$ cat config.mk
export PLATFORM = sky130hd
export DESIGN_NAME = escb_bank
export DESIGN_NICKNAME = d
export VERILOG_FILES = /design/src/escb_bank.v
export VERILOG_INCLUDE_DIRS = /design/src
export SDC_FILE = /design/constraint.sdc
export NUM_CORES = 1
export LEC_CHECK = 0
export BUFFER_PORTS_ARGS = -buffer_cell sky130_fd_sc_hd__buf_2
export CAP_MARGIN = 40
export CELL_PAD_IN_SITES_DETAIL_PLACEMENT = 1
export CELL_PAD_IN_SITES_GLOBAL_PLACEMENT = 1
export CORE_MARGIN = 1.5
export CORE_UTILIZATION = 45
export DETAILED_ROUTE_END_ITERATION = 12
export GPL_ROUTABILITY_DRIVEN = 0
export GPL_TIMING_DRIVEN = 1
export PLACE_DENSITY_LB_ADDON = 0.1
export SLEW_MARGIN = 20
export SYNTH_ARGS = -nofsm -noshare
export SYNTH_HDL_FRONTEND = slang
export SYNTH_SLANG_ARGS = --single-unit
$ cat constraint.sdc
create_clock -name MCLK_I -period 4.05 [get_ports MCLK_I]
set_input_delay 0.81 -clock MCLK_I [delete_from_list [all_inputs] [get_ports MCLK_I]]
set_output_delay 0.81 -clock MCLK_I [all_outputs]
set_load 0.02 [all_outputs]
$ cat src/escb_map.vh
// Register indices, field positions, reset values and timing constants of the extension bank
`ifndef ESCB_MAP_VH
`define ESCB_MAP_VH
// ----------------------------------------------------------------------
// Indices
// ----------------------------------------------------------------------
`define ESCB_IDX_UNLOCK      8'h05
`define ESCB_IDX_PWR         8'h11
`define ESCB_IDX_FIRST       8'h14
`define ESCB_IDX_LAST        8'h2F
`define ESCB_IDX_CC0R        8'h14
`define ESCB_IDX_CC0G        8'h15
`define ESCB_IDX_CC0B        8'h16
`define ESCB_IDX_CC1R        8'h17
`define ESCB_IDX_CC1G        8'h18
`define ESCB_IDX_CC1B        8'h19
`define ESCB_IDX_HPOS_LO     8'h1A
`define ESCB_IDX_HPOS_HI     8'h1B
`define ESCB_IDX_HPRESET     8'h1C
`define ESCB_IDX_VPOS_LO     8'h1D
`define ESCB_IDX_VPOS_HI     8'h1E
`define ESCB_IDX_VPRESET     8'h1F
`define ESCB_IDX_APB_LO      8'h20
`define ESCB_IDX_APB_HI      8'h21
`define ESCB_IDX_TIMERS      8'h22
`define ESCB_IDX_MISC2       8'h23
`define ESCB_IDX_ENG0        8'h26
`define ESCB_IDX_ENG1        8'h27
`define ESCB_IDX_MCLK0       8'h28
`define ESCB_IDX_MCLK1       8'h29
`define ESCB_IDX_VCLK0       8'h2A
`define ESCB_IDX_VCLK1       8'h2B
`define ESCB_IDX_CQ0         8'h2C
`define ESCB_IDX_CQ1         8'h2D
`define ESCB_IDX_CQ2         8'h2E
`define ESCB_IDX_REPAIR      8'h2F
// ----------------------------------------------------------------------
// Unlock codes and read-back
// ----------------------------------------------------------------------
`define ESCB_UNLOCK_CODE     8'h86
`define ESCB_ID_UNLOCKED     8'hA1
`define ESCB_ID_LOCKED       8'h21
// ----------------------------------------------------------------------
// Power control bit positions and register reset value
// ----------------------------------------------------------------------
`define ESCB_PWR_SUSPEND     7
`define ESCB_PWR_STANDBY     6
`define ESCB_PWR_ACT_MEM     5
`define ESCB_PWR_ACT_KBD     4
`define ESCB_PWR_REPAIR      2
`define ESCB_PWR_DATA        1
`define ESCB_PWR_CLK         0
`define ESCB_RESET_VAL       8'h00
// ----------------------------------------------------------------------
// Timing
// ----------------------------------------------------------------------
`define ESCB_CLK_PERIOD_PS   5000
`define ESCB_TIMER_STEP_S    120
// Two minutes of 200 MHz clock cycles per timer step
`define ESCB_TIMER_STEP_CYCLES 40'h59682F000
`endif

$ cat src/escb_bank.v
// Extension control register bank behind an index/data port pair
`timescale 1ns/10ps
`include "escb_map.vh"

module escb_bank #(
    parameter [39:0] TIMER_STEP_CYCLES = `ESCB_TIMER_STEP_CYCLES
) (
    // Clock and reset
    input  wire        MCLK_I,
    input  wire        RESET_I,
    // Index/data host port
    input  wire        IDX_WR_I,
    input  wire        DATA_WR_I,
    input  wire        DATA_RD_I,
    input  wire [7:0]  WDATA_I,
    output reg  [7:0]  RDATA_O,
    // Monitor data channel pins
    input  wire        MON_CLK_I,
    output reg         MON_CLK_O,
    output reg         MON_CLK_OE_O,
    input  wire        MON_DATA_I,
    output reg         MON_DATA_O,
    output reg         MON_DATA_OE_O,
    // Activity events
    input  wire        VMEM_ACCESS_I,
    input  wire        KBD_CURSOR_ACT_I,
    // Power state
    output reg         SUSPEND_O,
    output reg         STANDBY_O,
    // Cursor
    output reg  [35:0] CURSOR_COLORS_O,
    output reg  [10:0] CURSOR_HSTART_O,
    output reg  [10:0] CURSOR_VSTART_O,
    output reg  [3:0]  CURSOR_PATTERN_O,
    output reg  [5:0]  CURSOR_HPRESET_O,
    output reg  [5:0]  CURSOR_VPRESET_O,
    // Aperture
    output reg  [12:0] APERTURE_BASE_O,
    output reg  [1:0]  APERTURE_SIZE_O,
    // Memory controller
    output reg  [1:0]  DRAM_DELAY_O,
    output reg  [2:0]  DRAM_CYCLE_CLKS_O,
    output reg         ROW_STROBE_SWAP_O,
    output reg  [7:0]  ROW_REPAIR_ENTRY_O,
    output reg         ROW_REPAIR_EN_O,
    // Command queue and engine
    output reg  [1:0]  CQ_LENGTH_O,
    output reg         CQ_SUSPEND_O,
    output reg  [23:0] CQ_BASE_O,
    output reg         CQ_ENGINE_EN_O,
    output reg         ENGINE_PROG_EN_O,
    output reg  [1:0]  SCREEN_WIDTH_O,
    output reg         SCREEN_WIDTH_BAD_O,
    // Clock synthesizers
    output reg  [15:0] MCLK_SYNTH_O,
    output reg  [15:0] PIXEL_CLOCK_SYNTH_O
);

    // ------------------------------------------------------------------
    // Storage
    // ------------------------------------------------------------------
    localparam NREG = 28;
    reg  [7:0]  bank_q [0:NREG-1];
    reg  [7:0]  idx_q;
    reg         unlocked_q;
    reg  [7:0]  pwr_q;
    reg         clk_s1_q;
    reg         clk_s2_q;
    reg         dat_s1_q;
    reg         dat_s2_q;
    reg         mem_s1_q;
    reg         mem_s2_q;
    reg         kbd_s1_q;
    reg         kbd_s2_q;
    reg  [39:0] step_q;
    reg  [4:0]  sby_cnt_q;
    reg  [4:0]  sus_cnt_q;
    reg         sby_idle_q;
    reg         sus_idle_q;
    reg  [7:0]  rd_d;

    wire in_bank  = (idx_q >= `ESCB_IDX_FIRST) && (idx_q <= `ESCB_IDX_LAST);
    wire [4:0] slot = idx_q[4:0] - 5'h14;
    wire bank_wr  = DATA_WR_I && unlocked_q && in_bank;
    wire pwr_wr   = DATA_WR_I && unlocked_q && (idx_q == `ESCB_IDX_PWR);

    // Fetch a stored register by index
    function [7:0] reg_at;
        input [7:0] idx;
        reg   [4:0] s;
        begin
            s = idx[4:0] - 5'h14;
            reg_at = bank_q[s];
        end
    endfunction

    // Field layout: reserved bits are never stored
    function [7:0] wmask;
        input [4:0] s;
        begin
            if (s <= 5'd5)
                wmask = 8'h3F;
            else if (s == 5'd7)
                wmask = 8'h07;
            else if (s == 5'd8 || s == 5'd11)
                wmask = 8'h3F;
            else if (s == 5'd10)
                wmask = 8'hF7;
            else if (s == 5'd13)
                wmask = 8'h7F;
            else if (s == 5'd15)
                wmask = 8'h0F;
            else if (s == 5'd18)
                wmask = 8'h7F;
            else
                wmask = 8'hFF;
        end
    endfunction

    // ------------------------------------------------------------------
    // Host port and registers
    // ------------------------------------------------------------------
    genvar g;
    generate
        for (g = 0; g < NREG; g = g + 1) begin : g_reg
            always @(posedge MCLK_I) begin
                if (RESET_I)
                    bank_q[g] <= `ESCB_RESET_VAL;
                else if (bank_wr && slot == g)
                    bank_q[g] <= WDATA_I & wmask(slot);
            end
        end
    endgenerate

    always @(posedge MCLK_I) begin
        if (RESET_I) begin
            idx_q      <= 8'h00;
            unlocked_q <= 1'b0;
            pwr_q      <= `ESCB_RESET_VAL;
        end else begin
            if (IDX_WR_I)
                idx_q <= WDATA_I;
            if (DATA_WR_I && idx_q == `ESCB_IDX_UNLOCK)
                unlocked_q <= (WDATA_I == `ESCB_UNLOCK_CODE);
            if (pwr_wr)
                pwr_q <= WDATA_I & 8'hF7;
        end
    end

    // Line levels come from the synchronised pins, not the stored bits
    always @* begin
        rd_d = 8'h00;
        if (idx_q == `ESCB_IDX_UNLOCK)
            rd_d = unlocked_q ? `ESCB_ID_UNLOCKED : `ESCB_ID_LOCKED;
        else if (!unlocked_q)
            rd_d = 8'h00;
        else if (idx_q == `ESCB_IDX_PWR)
            rd_d = {pwr_q[7:2], dat_s2_q, clk_s2_q};
        else if (in_bank)
            rd_d = reg_at(idx_q);
    end

    always @(posedge MCLK_I) begin
        if (RESET_I)
            RDATA_O <= 8'h00;
        else if (DATA_RD_I)
            RDATA_O <= rd_d;
    end

    // ------------------------------------------------------------------
    // Monitor channel pins
    // ------------------------------------------------------------------
    // Open drain: a written 1 releases the line so the far end may pull it
    always @(posedge MCLK_I) begin
        if (RESET_I) begin
            clk_s1_q      <= 1'b0;
            clk_s2_q      <= 1'b0;
            dat_s1_q      <= 1'b0;
            dat_s2_q      <= 1'b0;
            MON_CLK_O     <= 1'b0;
            MON_CLK_OE_O  <= 1'b1;
            MON_DATA_O    <= 1'b0;
            MON_DATA_OE_O <= 1'b1;
        end else begin
            clk_s1_q      <= MON_CLK_I;
            clk_s2_q      <= clk_s1_q;
            dat_s1_q      <= MON_DATA_I;
            dat_s2_q      <= dat_s1_q;
            MON_CLK_O     <= 1'b0;
            MON_CLK_OE_O  <= ~pwr_q[`ESCB_PWR_CLK];
            MON_DATA_O    <= 1'b0;
            MON_DATA_OE_O <= ~pwr_q[`ESCB_PWR_DATA];
        end
    end

    // ------------------------------------------------------------------
    // Inactivity timers
    // ------------------------------------------------------------------
    wire wake = (pwr_q[`ESCB_PWR_ACT_MEM] && mem_s2_q) ||
                (pwr_q[`ESCB_PWR_ACT_KBD] && kbd_s2_q);
    wire [3:0] sus_lim = bank_q[14][7:4];
    wire [3:0] sby_lim = bank_q[14][3:0];
    wire       tick    = (step_q == TIMER_STEP_CYCLES - 40'd1);

    // Counters saturate at 31, above any limit, so expiry holds until wake
    always @(posedge MCLK_I) begin
        if (RESET_I) begin
            mem_s1_q   <= 1'b0;
            mem_s2_q   <= 1'b0;
            kbd_s1_q   <= 1'b0;
            kbd_s2_q   <= 1'b0;
            step_q     <= 40'd0;
            sby_cnt_q  <= 5'd0;
            sus_cnt_q  <= 5'd0;
            sby_idle_q <= 1'b0;
            sus_idle_q <= 1'b0;
        end else begin
            mem_s1_q <= VMEM_ACCESS_I;
            mem_s2_q <= mem_s1_q;
            kbd_s1_q <= KBD_CURSOR_ACT_I;
            kbd_s2_q <= kbd_s1_q;
            if (wake) begin
                step_q     <= 40'd0;
                sby_cnt_q  <= 5'd0;
                sus_cnt_q  <= 5'd0;
                sby_idle_q <= 1'b0;
                sus_idle_q <= 1'b0;
            end else begin
                step_q <= tick ? 40'd0 : step_q + 40'd1;
                if (tick && sby_cnt_q != 5'h1F)
                    sby_cnt_q <= sby_cnt_q + 5'd1;
                if (tick && sus_cnt_q != 5'h1F)
                    sus_cnt_q <= sus_cnt_q + 5'd1;
                sby_idle_q <= (sby_lim != 4'd0) && (sby_cnt_q >= {1'b0, sby_lim});
                sus_idle_q <= (sus_lim != 4'd0) && (sus_cnt_q >= {1'b0, sus_lim});
            end
        end
    end

    // ------------------------------------------------------------------
    // Power state outputs
    // ------------------------------------------------------------------
    // Force bits and timer expiry are ORed so software can override idle
    always @(posedge MCLK_I) begin
        if (RESET_I) begin
            SUSPEND_O           <= 1'b0;
            STANDBY_O           <= 1'b0;
        end else begin
            SUSPEND_O <= pwr_q[`ESCB_PWR_SUSPEND] || sus_idle_q;
            STANDBY_O <= pwr_q[`ESCB_PWR_STANDBY] || sby_idle_q;
        end
    end

    // ------------------------------------------------------------------
    // Cursor outputs
    // ------------------------------------------------------------------
    // Split fields are assembled live; a half-written pair shows until its other half is written
    always @(posedge MCLK_I) begin
        if (RESET_I) begin
            CURSOR_COLORS_O     <= 36'h000000000;
            CURSOR_HSTART_O     <= 11'h000;
            CURSOR_VSTART_O     <= 11'h000;
            CURSOR_PATTERN_O    <= 4'h0;
            CURSOR_HPRESET_O    <= 6'h00;
            CURSOR_VPRESET_O    <= 6'h00;
        end else begin
            CURSOR_COLORS_O <= {bank_q[5][5:0], bank_q[4][5:0], bank_q[3][5:0],
                                bank_q[2][5:0], bank_q[1][5:0], bank_q[0][5:0]};
            CURSOR_HSTART_O  <= {bank_q[7][2:0], bank_q[6]};
            CURSOR_VSTART_O  <= {bank_q[10][2:0], bank_q[9]};
            CURSOR_PATTERN_O <= bank_q[10][7:4];
            CURSOR_HPRESET_O <= bank_q[8][5:0];
            CURSOR_VPRESET_O <= bank_q[11][5:0];
        end
    end

    // ------------------------------------------------------------------
    // Aperture outputs
    // ------------------------------------------------------------------
    always @(posedge MCLK_I) begin
        if (RESET_I) begin
            APERTURE_BASE_O     <= 13'h0000;
            APERTURE_SIZE_O     <= 2'h0;
        end else begin
            APERTURE_BASE_O  <= {bank_q[13][4:0], bank_q[12]};
            APERTURE_SIZE_O  <= bank_q[13][6:5];
        end
    end

    // ------------------------------------------------------------------
    // Memory controller outputs
    // ------------------------------------------------------------------
    // Reset leaves the slow, safe seven-clock DRAM cycle
    always @(posedge MCLK_I) begin
        if (RESET_I) begin
            DRAM_DELAY_O        <= 2'h0;
            DRAM_CYCLE_CLKS_O   <= 3'h7;
            ROW_STROBE_SWAP_O   <= 1'b0;
            ROW_REPAIR_ENTRY_O  <= 8'h00;
            ROW_REPAIR_EN_O     <= 1'b0;
        end else begin
            DRAM_DELAY_O     <= bank_q[15][1:0];
            DRAM_CYCLE_CLKS_O <= bank_q[18][1] ? 3'h6 : 3'h7;
            ROW_STROBE_SWAP_O <= bank_q[18][0];
            ROW_REPAIR_ENTRY_O <= bank_q[27];
            ROW_REPAIR_EN_O  <= pwr_q[`ESCB_PWR_REPAIR];
        end
    end

    // ------------------------------------------------------------------
    // Command queue and engine outputs
    // ------------------------------------------------------------------
    always @(posedge MCLK_I) begin
        if (RESET_I) begin
            CQ_LENGTH_O         <= 2'h0;
            CQ_SUSPEND_O        <= 1'b0;
            CQ_BASE_O           <= 24'h000000;
            CQ_ENGINE_EN_O      <= 1'b0;
            ENGINE_PROG_EN_O    <= 1'b0;
            SCREEN_WIDTH_O      <= 2'h0;
            SCREEN_WIDTH_BAD_O  <= 1'b0;
        end else begin
            CQ_LENGTH_O      <= bank_q[18][3:2];
            CQ_SUSPEND_O     <= bank_q[18][4];
            CQ_BASE_O        <= {bank_q[26], bank_q[25], bank_q[24]};
            CQ_ENGINE_EN_O   <= bank_q[19][7];
            ENGINE_PROG_EN_O <= bank_q[19][6];
            SCREEN_WIDTH_O   <= bank_q[19][5:4];
            SCREEN_WIDTH_BAD_O <= (bank_q[19][5:4] == 2'h3);
        end
    end

    // ------------------------------------------------------------------
    // Clock synthesizer outputs
    // ------------------------------------------------------------------
    // Raw codes pass through; the analogue side adds the plus-one offsets
    always @(posedge MCLK_I) begin
        if (RESET_I) begin
            MCLK_SYNTH_O        <= 16'h0000;
            PIXEL_CLOCK_SYNTH_O <= 16'h0000;
        end else begin
            MCLK_SYNTH_O     <= {bank_q[21], bank_q[20]};
            PIXEL_CLOCK_SYNTH_O <= {bank_q[23], bank_q[22]};
        end
    end

endmodule // escb_bank

**Yosys cells after proc, flatten, opt, wreduce, memory -nomap -nowiden**

Memory sizes are Yosys's and may differ from the RTL's. A register that Yosys moved wholly into a read port is not among the register bits.
Cells that the tools add are included.

- Reduce and logical (&&, ||, !) cells: 48
- $lt $le $gt $ge: 5
- Equal/unequal tests: 34
- Bitwise logic cells: 58
- Multiplexer cells: 183
- Add/sub/neg operators: 4

Operator list:

| operator | number |
|---|---|
| $mux W8 | 96 |
| $and A8 B8 Y8 | 28 |
| $mux W1 | 87 |
| $eq A5 B5 Y1 const B | 12 |
| $add A40 B1 Y40 const B | 1 |
| $eq A40 B35 Y1 const B | 1 |
| $eq A5 B4 Y1 const B | 8 |
| $logic_and A1 B1 Y1 | 39 |
| $or A1 B1 Y1 | 28 |
| $eq A5 B3 Y1 const B | 4 |
| $add A5 B1 Y5 const B | 2 |
| $eq A5 B2 Y1 const B | 2 |
| $ge A5 B4 Y1 | 2 |
| $ne A5 B5 Y1 const B | 2 |
| $eq A8 B3 Y1 const B | 1 |
| $eq A8 B5 Y1 const B | 1 |
| $eq A8 B8 Y1 const B | 1 |
| $ge A8 B5 Y1 const B | 1 |
| $le A8 B6 Y1 const B | 1 |
| $reduce_bool A4 Y1 | 2 |
| $eq A5 B1 Y1 const B | 1 |
| $le A5 B3 Y1 const B | 1 |
| $logic_not A5 Y1 | 1 |
| $sub A5 B5 Y5 const B | 1 |
| 5 further kinds | 9 |

- Input bits: 17
- Output and inout bits: 182
- Bits in registers: 101
- Bits in writable memories: 224
- Logic and storage cells: 363
- Memories kept: 1

Memory list:

| name | words | bits a word | read ports | clocked after memory_dff | write ports | line | RTL |
|---|---|---|---|---|---|---|---|
| bank_q | 28 | 8 | 27 | 23 | 28 | escb_bank.v:63 | `reg [7:0] bank_q [0:NREG-1];` |

**Longest topological paths before layout**

Gate-level depths: netlist of the first run.

- Word-level depth: 13
- Mapped depth: 10
- Mapped depth without buffers: 7

**Worst setup path before layout of the first run**

Ideal clock, no wire load.

- Path kind: reg2reg
- Start: register idx_q[2]
- End: memory bank_q[1][0], enable pin
- Path buffers: 3
- Library setup time: 0.384 ns
- Period minus slack after synthesis: 2.898 ns
- Cell stages (with the launch flop): 10
- Setup slack: 1.152 ns
- Required time: 3.666 ns
- Arrival: 2.514 ns
- Path through: dfxtp_1 clkbuf_1 inv_1 ha_1 buf_2 a311o_1 nor2_1 nand2_1 clkbuf_1 o21ai_0

RTL lines:

| element | line | RTL |
|---|---|---|
| from (decl) | escb_bank.v:64 | `reg [7:0] idx_q;` |
| from (signal assigned) | escb_bank.v:137 | `idx_q <= 8'h00;` |
| from (signal assigned) | escb_bank.v:142 | `idx_q <= WDATA_I;` |
| to (decl) | escb_bank.v:63 |  |

==> impl_results.md, run 1 <==
- Max H-tree Level: 2
- Syn-to-layout area delta: 17.6%
- Mapped Area: 18,700 sq um
- CP Launch Type: register
- Setup_tns: 0 ps
- Fin nets: 1,825
- Die area: 42,800 sq um
- PnR worst setup slack: 683 ps
- Worst hold stages: 1
- Synth area leaders: edfxtp_1, dfxtp_1, nor2b_1, nor2_1, mux4_2
- CTS root buf: clkbuf_16
- Start of the worst register-to-register path: idx_q[3]$_SDFFE_PP0P_
- Peak VDD IR: 0.000330 V
- Depth of the most critical reg-to-reg path: 8
- Worst slew pin tran: 865 ps
- Hold WS: 396 ps
- IO Pins: around 200
- Prevailing post-synth register cell: dfxtp_1
- Post-route clock period utilization: 0.831
- Starting Density: 0.457
- Mapped Cells: around 1,600
- Die extent in x: 207 um
- Data arrival time of the critical path: ~3700 ps
- DRC Markers: 0
- Yosys warns: 0
- Port Buf Inserts: 194
- Initial antenna violation count: 1
- Hold Startpoint: pwr_q[0]$_SDFFE_PP0P_
- GRT overflow: 0
- Slowest CP cell: o21ai_0
- Max FO, Critical Path: 12
- Largest net degree at the start of global routing: about 90
- Yosys top cell area share: 0.359
- Post-Layout Cell Count: 2,364
- DR WL/cell: 23.7 um
- Ant diodes: 0
- Final wirelength: 56,000 um
- Status: finished clean
- Clock latency on the worst-skew pair: 600 ps
- Pwr per Cell Area: about 480 nW/um^2
- Power, Total: around 11 mW
- Final Hold Fails: 0
- Number of post-CTS setup repair buffers: 0
- Clk slew on worst S/H paths: 70 ps
- Critical Path Max Stage Delay: 690 ps
- ANT nets after route: 0
- Placed insts: 2,267
- Iter 0 DRT Violations: 1,236
- Worst slack at placement: 771 ps
- Placed wire-length estimate: 38,700 um
- Crit path capture type: register
- Core Region: about 41,000 sq um
- Post-CTS resize count: 0
- Launch point of the worst path: idx_q[3]$_SDFFE_PP0P_
- Critical setup path kind: register to register
- Final Critical Period: about 3400 ps
- Fmax: between 0.2 and 0.3 GHz
- Share of layout cells above drive strength 1: 0.222
- Fin util: 0.538
- EDFF count, synth: about 220
- Reg2reg setup slack: just under 700 ps
- Hold buffers post-CTS: 0
- Syn Area/Cell: about 12 sq um
- Placed inst area: 20,300 sq um
- Post-synthesis sequential area ratio: 0.631
- Max_cap viols: 0
- Worst Hold Class: register to register
- Clk_skew: 15.7 ps
- GRT Util Overall: 0.265
- Vias in the first global route: ~13,000
- Sink of the worst hold path: MON_CLK_OE_O$_SDFF_PP1_
- Rows: 74
- Number of synthesized register bits: 478
- Crit-path cells: inv_1 -> ha_1 -> or3b_4 -> a311o_1 -> nor2_1 -> nand2_1 -> o21ai_0 -> buf_2
- Required time of the critical path: 4350 ps
- First-pass GRT wire length: 83,400 um
- Count leader, synth: nor2_1
- Synth area leader: edfxtp_1
- Leakage: 8.74 nW
- Clk buf depth: 3
- Routed vias: approximately 13,000
- DR vias/cell: about 5.6
- Die span in y: 207 um
- Clk sinks: 478
- First-pass iteration count of the detailed router: 5
- Num CTS Buffers: 50
- Relative slew slack: 0.416
- Async SR Flop Fraction: 0
- RSZ-0062 raised after global routing: no
- Fin area: 22,000 sq um
- Final Setup Violations: 0
- Synth cell count leaders: nor2_1, dfxtp_1, edfxtp_1
- Synth unique cells: 67
- CTS tree: yes
- Final Max Slew Viols: 0
- FF-to-FF End: bank_q[25][5]$_SDFFCE_PN0P_
placed cells by master, fill, tap and decap left out, drive strengths merged, types with 7 or more instances in the layout:
cell and instances:
a21oi 28, nor4 15, o21ai 50, dfxtp 254, edfxtp 224, clkinv 14
mux2 7, nand2b 10, and3 12, xnor2 18, inv 22, nand2 65
or3 15, conb 16, mux4 46, xor2 14, nor3 9, and2 8
nor2b 183, mux2i 43, a221oi 7, nand4 18, or4 7, buf 257
ha 17, clkbuf 79, nand3 46, nor2 287, and4 7
logic make-up after synthesis:
family	share of synthesized area
AO/OA/AOI/OAI	0.0443
adder cells (fa/ha/maj)	0.0114
other	0.000401
XOR/XNOR	0.0150
AND/OR/NAND/NOR	0.185
multiplexers	0.0825
buffers and inverters	0.0305
flip-flops	0.631
worst max-delay path: cells and delay by family (launching register included):
family	cells	cell delay, ps
buffers and inverters	2	370
and+or+nand+nor	3	1060
AOI/OAI and AO/OA	2	1130
adders and majority gates	1	160
DFF	1	340
sequential cells by signal, indices dropped and copies added, names as in the netlist, 6 cells and up:
signal,flops
MCLK_SYNTH_O,16
CURSOR_HSTART_O,11
step_q,40
CURSOR_COLORS_O,36
CURSOR_VSTART_O,11
APERTURE_BASE_O,13
CURSOR_VPRESET_O,6
idx_q,8
RDATA_O,8
ROW_REPAIR_ENTRY_O,8
PIXEL_CLOCK_SYNTH_O,16
CQ_BASE_O,24
pwr_q,7
bank_q,224
CURSOR_HPRESET_O,6
final cells by class:
| cell class | count | area [sq um] |
|---|---|---|
| fillers | 4312 | 18900 |
| flip-flops and latches | 478 | 11800 |
| multi-input cells | 981 | 6400 |
| clock buffers | 79 | 1520 |
| repair buffers | 257 | 1450 |
| well taps | 532 | 666 |
| inverters | 23 | 86.3 |
| clock inverters | 14 | 68.8 |
report_power, final:
part           internal (mW)  leakage, nW  switching [mW]
Combinational          0.259         3.57           0.516
Sequential              5.20         4.39           0.102
Clock                   2.57        0.786            1.87
per-layer routing:
layer	up-vias	routed length, um	track usage
met1	6629	24800	0.372
met4	2	1970	0.106
li1	5907	-	-
met2	482	25300	0.406
met3	119	3860	0.0504
met5	-	12	0
how the worst max path moves through the flow:
stage	end	slack, ps
final	bank_q[25][5]$_SDFFCE_PN0P_	680
after global routing	bank_q[25][5]$_SDFFCE_PN0P_	550
after CTS	bank_q[25][5]$_SDFFCE_PN0P_	750
after detailed placement	bank_q[25][5]$_SDFFCE_PN0P_	770
after global placement	bank_q[26][5]$_SDFFCE_PN0P_	720
after floorplan	bank_q[1][0]$_SDFFCE_PN0P_	1150
Power figures use the tool's default switching activity.
==> run 2, diff against run 1 <==
- clock period: 4.05 -> 3.5 ns (I/O delays scaled with it)
==> run 2 against run 1 <==
Net effect: die area stayed put; count of clock-buffer cells in the layout rose by 3; total power is 18% higher; via count is essentially flat; critical path type unchanged; non-clock buffer count grew 1; register-to-register slack worse by 150 ps; core utilization increased by 0.26 points; largest cell class unchanged; cell area is 0.48% higher.
==> impl_results.md, run 2 (synthesized netlist as in run 1, its figures left out) <==
- Filler cells: 4,316
- CTS tree: yes
- Launch point of the worst path: idx_q[0]$_SDFFE_PP0P_
- Routed vias: 13,100
- DR vias/cell: 5.56
- DRC Markers: 0
- Post-route clock period utilization: 0.847
- Commonest cells after routing, fill and taps aside: nor2_1, dfxtp_1, edfxtp_1
- Placed inst area: 20,400 sq um
- Status: finished clean
- Fmax: 0.337 GHz
- Largest Register: bank_q
- Pwr per Cell Area: ~560 nW/um^2
- Max H-tree Level: 2
- Worst hold stages: 2
- Worst slew pin tran: 895 ps
- Starting Density: 0.457
- RSZ-0062 raised after global routing: no
- Max FO, Critical Path: 21
- Die span in y: 207 um
- Die extent in x: 207 um
- Final Setup Violations: 0
- Clk slew on worst S/H paths: roughly 60 ps
- Ant diodes: 0
- ANT nets after route: 0
- Hold Startpoint: KBD_CURSOR_ACT_I
- Depth of the most critical reg-to-reg path: 7
- Final Hold Fails: 0
- Initial antenna violation count: 0
- Clk sinks: 478
- Die area: roughly 43,000 sq um
- Iter 0 DRT Violations: 1,203
- Number of post-CTS setup repair buffers: 0
- Core Region: 40,900 sq um
- Fin area: 22,100 sq um
- Commonest non-fill, non-tap cell in the layout: nor2_1
- Start of the worst register-to-register path: idx_q[0]$_SDFFE_PP0P_
- GRT Util Overall: 0.260
- CP Launch Type: register
- Final Max Slew Viols: 0
- Multi-input gate area: between 6000 and 7000 sq um
- Placed wire-length estimate: between 30,000 and 40,000 um
- Hold buffers post-CTS: 0
- Worst Hold Class: primary input to register
- GRT overflow: 0
- Final wirelength: 54,900 um
- Rows: 74
- Share of layout cells above drive strength 1: 0.224
- Syn-to-layout area delta: 18.1%
- First-pass GRT wire length: 82,900 um
- Relative slew slack: 0.402
- Sequential cell area: roughly 12,000 sq um
- Peak VDD IR: 0.000332 V
- Clk_skew: roughly 23 ps
- Leakage: 8.80 nW
- Clock latency on the worst-skew pair: 590 ps
- Post-CTS resize count: 0
- Largest net degree at the start of global routing: between 80 and 90
- Critical setup path kind: register to register
- Setup_tns: 0 ps
- Max reg flops: 224
- IO Pins: 199
- CTS root buf: clkbuf_16
- Vias in the first global route: 13,300
- First-pass iteration count of the detailed router: 5
- Biggest regs: bank_q (224), step_q (40), CURSOR_COLORS_O (36)
- Crit path capture type: register
- DR WL/cell: approximately 23 um
- Port Buf Inserts: between 150 and 200
- Num CTS Buffers: 49
- Data arrival time of the critical path: 3290 ps
- Max_cap viols: 0
- Final Critical Period: 2960 ps
- Clk buf depth: 3
- Fin nets: about 1,800
- Required time of the critical path: 3820 ps
run 2: stage by stage:
step / setup WS, ps / utilization / power [mW] / instances / hold slack [ps]
floorplan: 602 / - / 6.74 / 1583 / 358
global placement: 653 / 0.499 / 7.13 / 2270 / 370
detailed placement: 578 / 0.499 / 7.14 / 2271 / 373
CTS: 570 / 0.540 / 12.5 / 2363 / 319
global route: 412 / 0.540 / 12.8 / 2364 / 336
finish: 537 / 0.540 / 12.4 / 2364 / 345
run 2: power by group:
part	switching [mW]	internal, mW
combinational	0.592	0.308
sequential	0.115	6.02
clock	2.18	3.20
total	2.89	9.53
run 2: critical path: stages (launching register included):
cell	delay, ps
dfxtp_2	680
buf_4	470
and2_1	550
nand2_1	240
a211o_1	300
nand2_1	90
buf_4	280
nor2_1	90
run 2: area by class of cell:
type | count | share of cell area
clock inverters | 10 | 0.00470
repair buffers | 258 | 0.0668
flip-flops and latches | 478 | 0.534
well taps | 532 | 0.0301
inverters | 23 | 0.00390
clock buffers | 82 | 0.0710
multi-input cells | 981 | 0.289
run 2: layer usage:
layer	GRT usage	vias to the layer above	wire, um
met3	0.0403	86	3700
met4	0.0827	0	1380
met2	0.403	487	25100
met5	0	-	0
li1	-	5905	-
met1	0.375	6668	24800
run 2: final timing paths:
kind,slack [ps],end
min,340,kbd_s1_q$_SDFF_PP0_
max,540,bank_q[22][3]$_SDFFCE_PN0P_
max reg2reg,540,bank_q[22][3]$_SDFFCE_PN0P_
min reg2reg,390,MON_CLK_OE_O$_SDFF_PP1_
==> run 3, diff against run 2 <==
- CORE_UTILIZATION: 45 -> 43
- clock period: 3.5 -> 2.45 ns (I/O delays scaled with it)
==> run 3 against run 2 <==
Net effect: via count increased by 1.1%; register-to-register slack got worse by 500 ps; first-iteration DRC count increased by 9.9%; wire length increased by 6.1%; non-clock buffer count increased by 29; largest power group unchanged.
==> impl_results.md, run 3 (synthesized netlist as in run 1, its figures left out) <==
- Pwr per Cell Area: 785 nW/um^2
- CP Launch Type: register
- Final Critical Period: 2420 ps
- Port Buf Inserts: just under 200
- Clk slew on worst S/H paths: 60 ps
- Rows: 76
- First-pass iteration count of the detailed router: 5
- Syn-to-layout area delta: 23.3%
- Final Max Slew Viols: 0
- Crit path capture type: register
- Commonest non-fill, non-tap cell in the layout: nor2_1
- GRT Util Overall: 0.260
- Required time of the critical path: 2710 ps
- Critical setup path kind: register to register
- Die extent in x: about 210 um
- Hold buffers post-CTS: 0
- Fin nets: 1,856
- Hold WS: 123 ps
- Final Hold Fails: 0
- Die span in y: 212 um
- Launch point of the worst path: idx_q[3]$_SDFFE_PP0P_
- Largest Register: bank_q
- Num CTS Buffers: 51
- CTS root buf: clkbuf_16
- Ant diodes: 0
- Final Setup Violations: 0
- Post-route clock period utilization: 0.987
- Worst Hold Class: primary input to register
- Fmax: 0.414 GHz
- First-pass GRT wire length: between 80,000 and 90,000 um
- Max H-tree Level: 2
- Routed vias: between 10,000 and 15,000
- Clk sinks: between 400 and 500
- Commonest cells after routing, fill and taps aside: nor2_1, dfxtp_1, edfxtp_1
- Clk buf depth: 3
- IO Pins: 199
- Start of the worst register-to-register path: idx_q[3]$_SDFFE_PP0P_
- Biggest regs: bank_q (224), step_q (40), CURSOR_COLORS_O (36)
- Filler cells: 4,495
- Initial antenna violation count: 0
- Max_cap viols: 0
- Max FO, Critical Path: 8
- GRT overflow: 0
- Placed wire-length estimate: 40,600 um
- DRC Markers: 0
- PnR worst setup slack: approximately 32 ps
- Max reg flops: 224
- Leakage: 9.13 nW
- Worst slew pin tran: 653 ps
- CTS tree: yes
- Clk_skew: ~13 ps
- DR WL/cell: roughly 24 um
- Share of layout cells above drive strength 1: 0.263
- Clock latency on the worst-skew pair: 590 ps
- Largest net degree at the start of global routing: 89
- Hold Startpoint: VMEM_ACCESS_I
- Core Region: 43,000 sq um
- ANT nets after route: 0
- Starting Density: 0.436
- Status: finished clean
- Die area: 44,800 sq um
- DR vias/cell: 5.42
- Iter 0 DRT Violations: 1,322
- Final wirelength: 58,300 um
- Vias in the first global route: 13,600
- RSZ-0062 raised after global routing: yes
- Worst slack at placement: -151 ps
- Data arrival time of the critical path: 2670 ps
- Relative slew slack: 0.564
- Peak VDD IR: 0.000701 V
## run 3: changes by cell type in the layout (fill, tap and decap cells not counted), moves of 7 or more
cell / delta
o21ai_4: +22
buf_4: +8
buf_12: +16
nand3_1: -7
o21ai_0: -26
nand3_2: +7
## run 3: final timing paths
| kind | endpoint | slack, ps | cells past startpoint |
|---|---|---|---|
| setup reg to reg | bank_q[23][5]$_SDFFCE_PN0P_ | 30 | 8 |
| setup / recovery | bank_q[23][5]$_SDFFCE_PN0P_ | 30 | 8 |
| hold / removal | mem_s1_q$_SDFF_PP0_ | 120 | 2 |
| hold reg to reg | MON_CLK_OE_O$_SDFF_PP1_ | 420 | 1 |
## run 3: final cells by class
type                    count  area [sq um]  area share
clock buffers              80          1570      0.0679
clock inverters            16           170     0.00737
inverters                  23          86.3     0.00374
multi-input cells         981          6730       0.292
flip-flops and latches    478         11800       0.512
well taps                 585           732      0.0317
repair buffers            287          1970      0.0854
## run 3: critical path, cell delays in order (launching register included)
cell	delay, ps
dfxtp_2	340
inv_2	80
ha_4	120
or3b_4	370
a311o_1	390
nor2_2	150
nand2_2	120
buf_12	210
o21ai_4	290
## run 3: metrics by stage
| step | total power [mW] | utilization | instances | setup TNS [ps] | area [sq um] |
|---|---|---|---|---|---|
| CTS | 18.2 | 0.530 | 2443 | 0 | 22800 |
| floorplan | 9.66 | - | 1583 | -4300 | 19000 |
| global route | 18.6 | 0.537 | 2450 | -4300 | 23100 |
| finish | 18.1 | 0.537 | 2450 | 0 | 23100 |
| detailed placement | 10.3 | 0.490 | 2347 | -7650 | 21100 |
| global placement | 10.3 | 0.490 | 2347 | -3520 | 21100 |
## run 3: repair_timing
action | in CTS | in global routing
resized for setup | 1 | 31
setup endpoints to repair | 95 | 358
buffers inserted | 0 | 4
pin swaps | 0 | 21
cloned | 0 | 2
## run 3: power breakdown
group,internal [mW],switching [mW]
logic,0.522,0.926
clock network,4.72,3.21
registers,8.60,0.152
## run 3: per-layer routing
metal / vias to the layer above / global-route usage / share of wire
met2: 497 / 0.409 / 0.47
met5: - / 0 / 0
met4: 0 / 0.0818 / 0.026
met3: 88 / 0.0513 / 0.067
met1: 6746 / 0.363 / 0.44
li1: 5958 / - / -
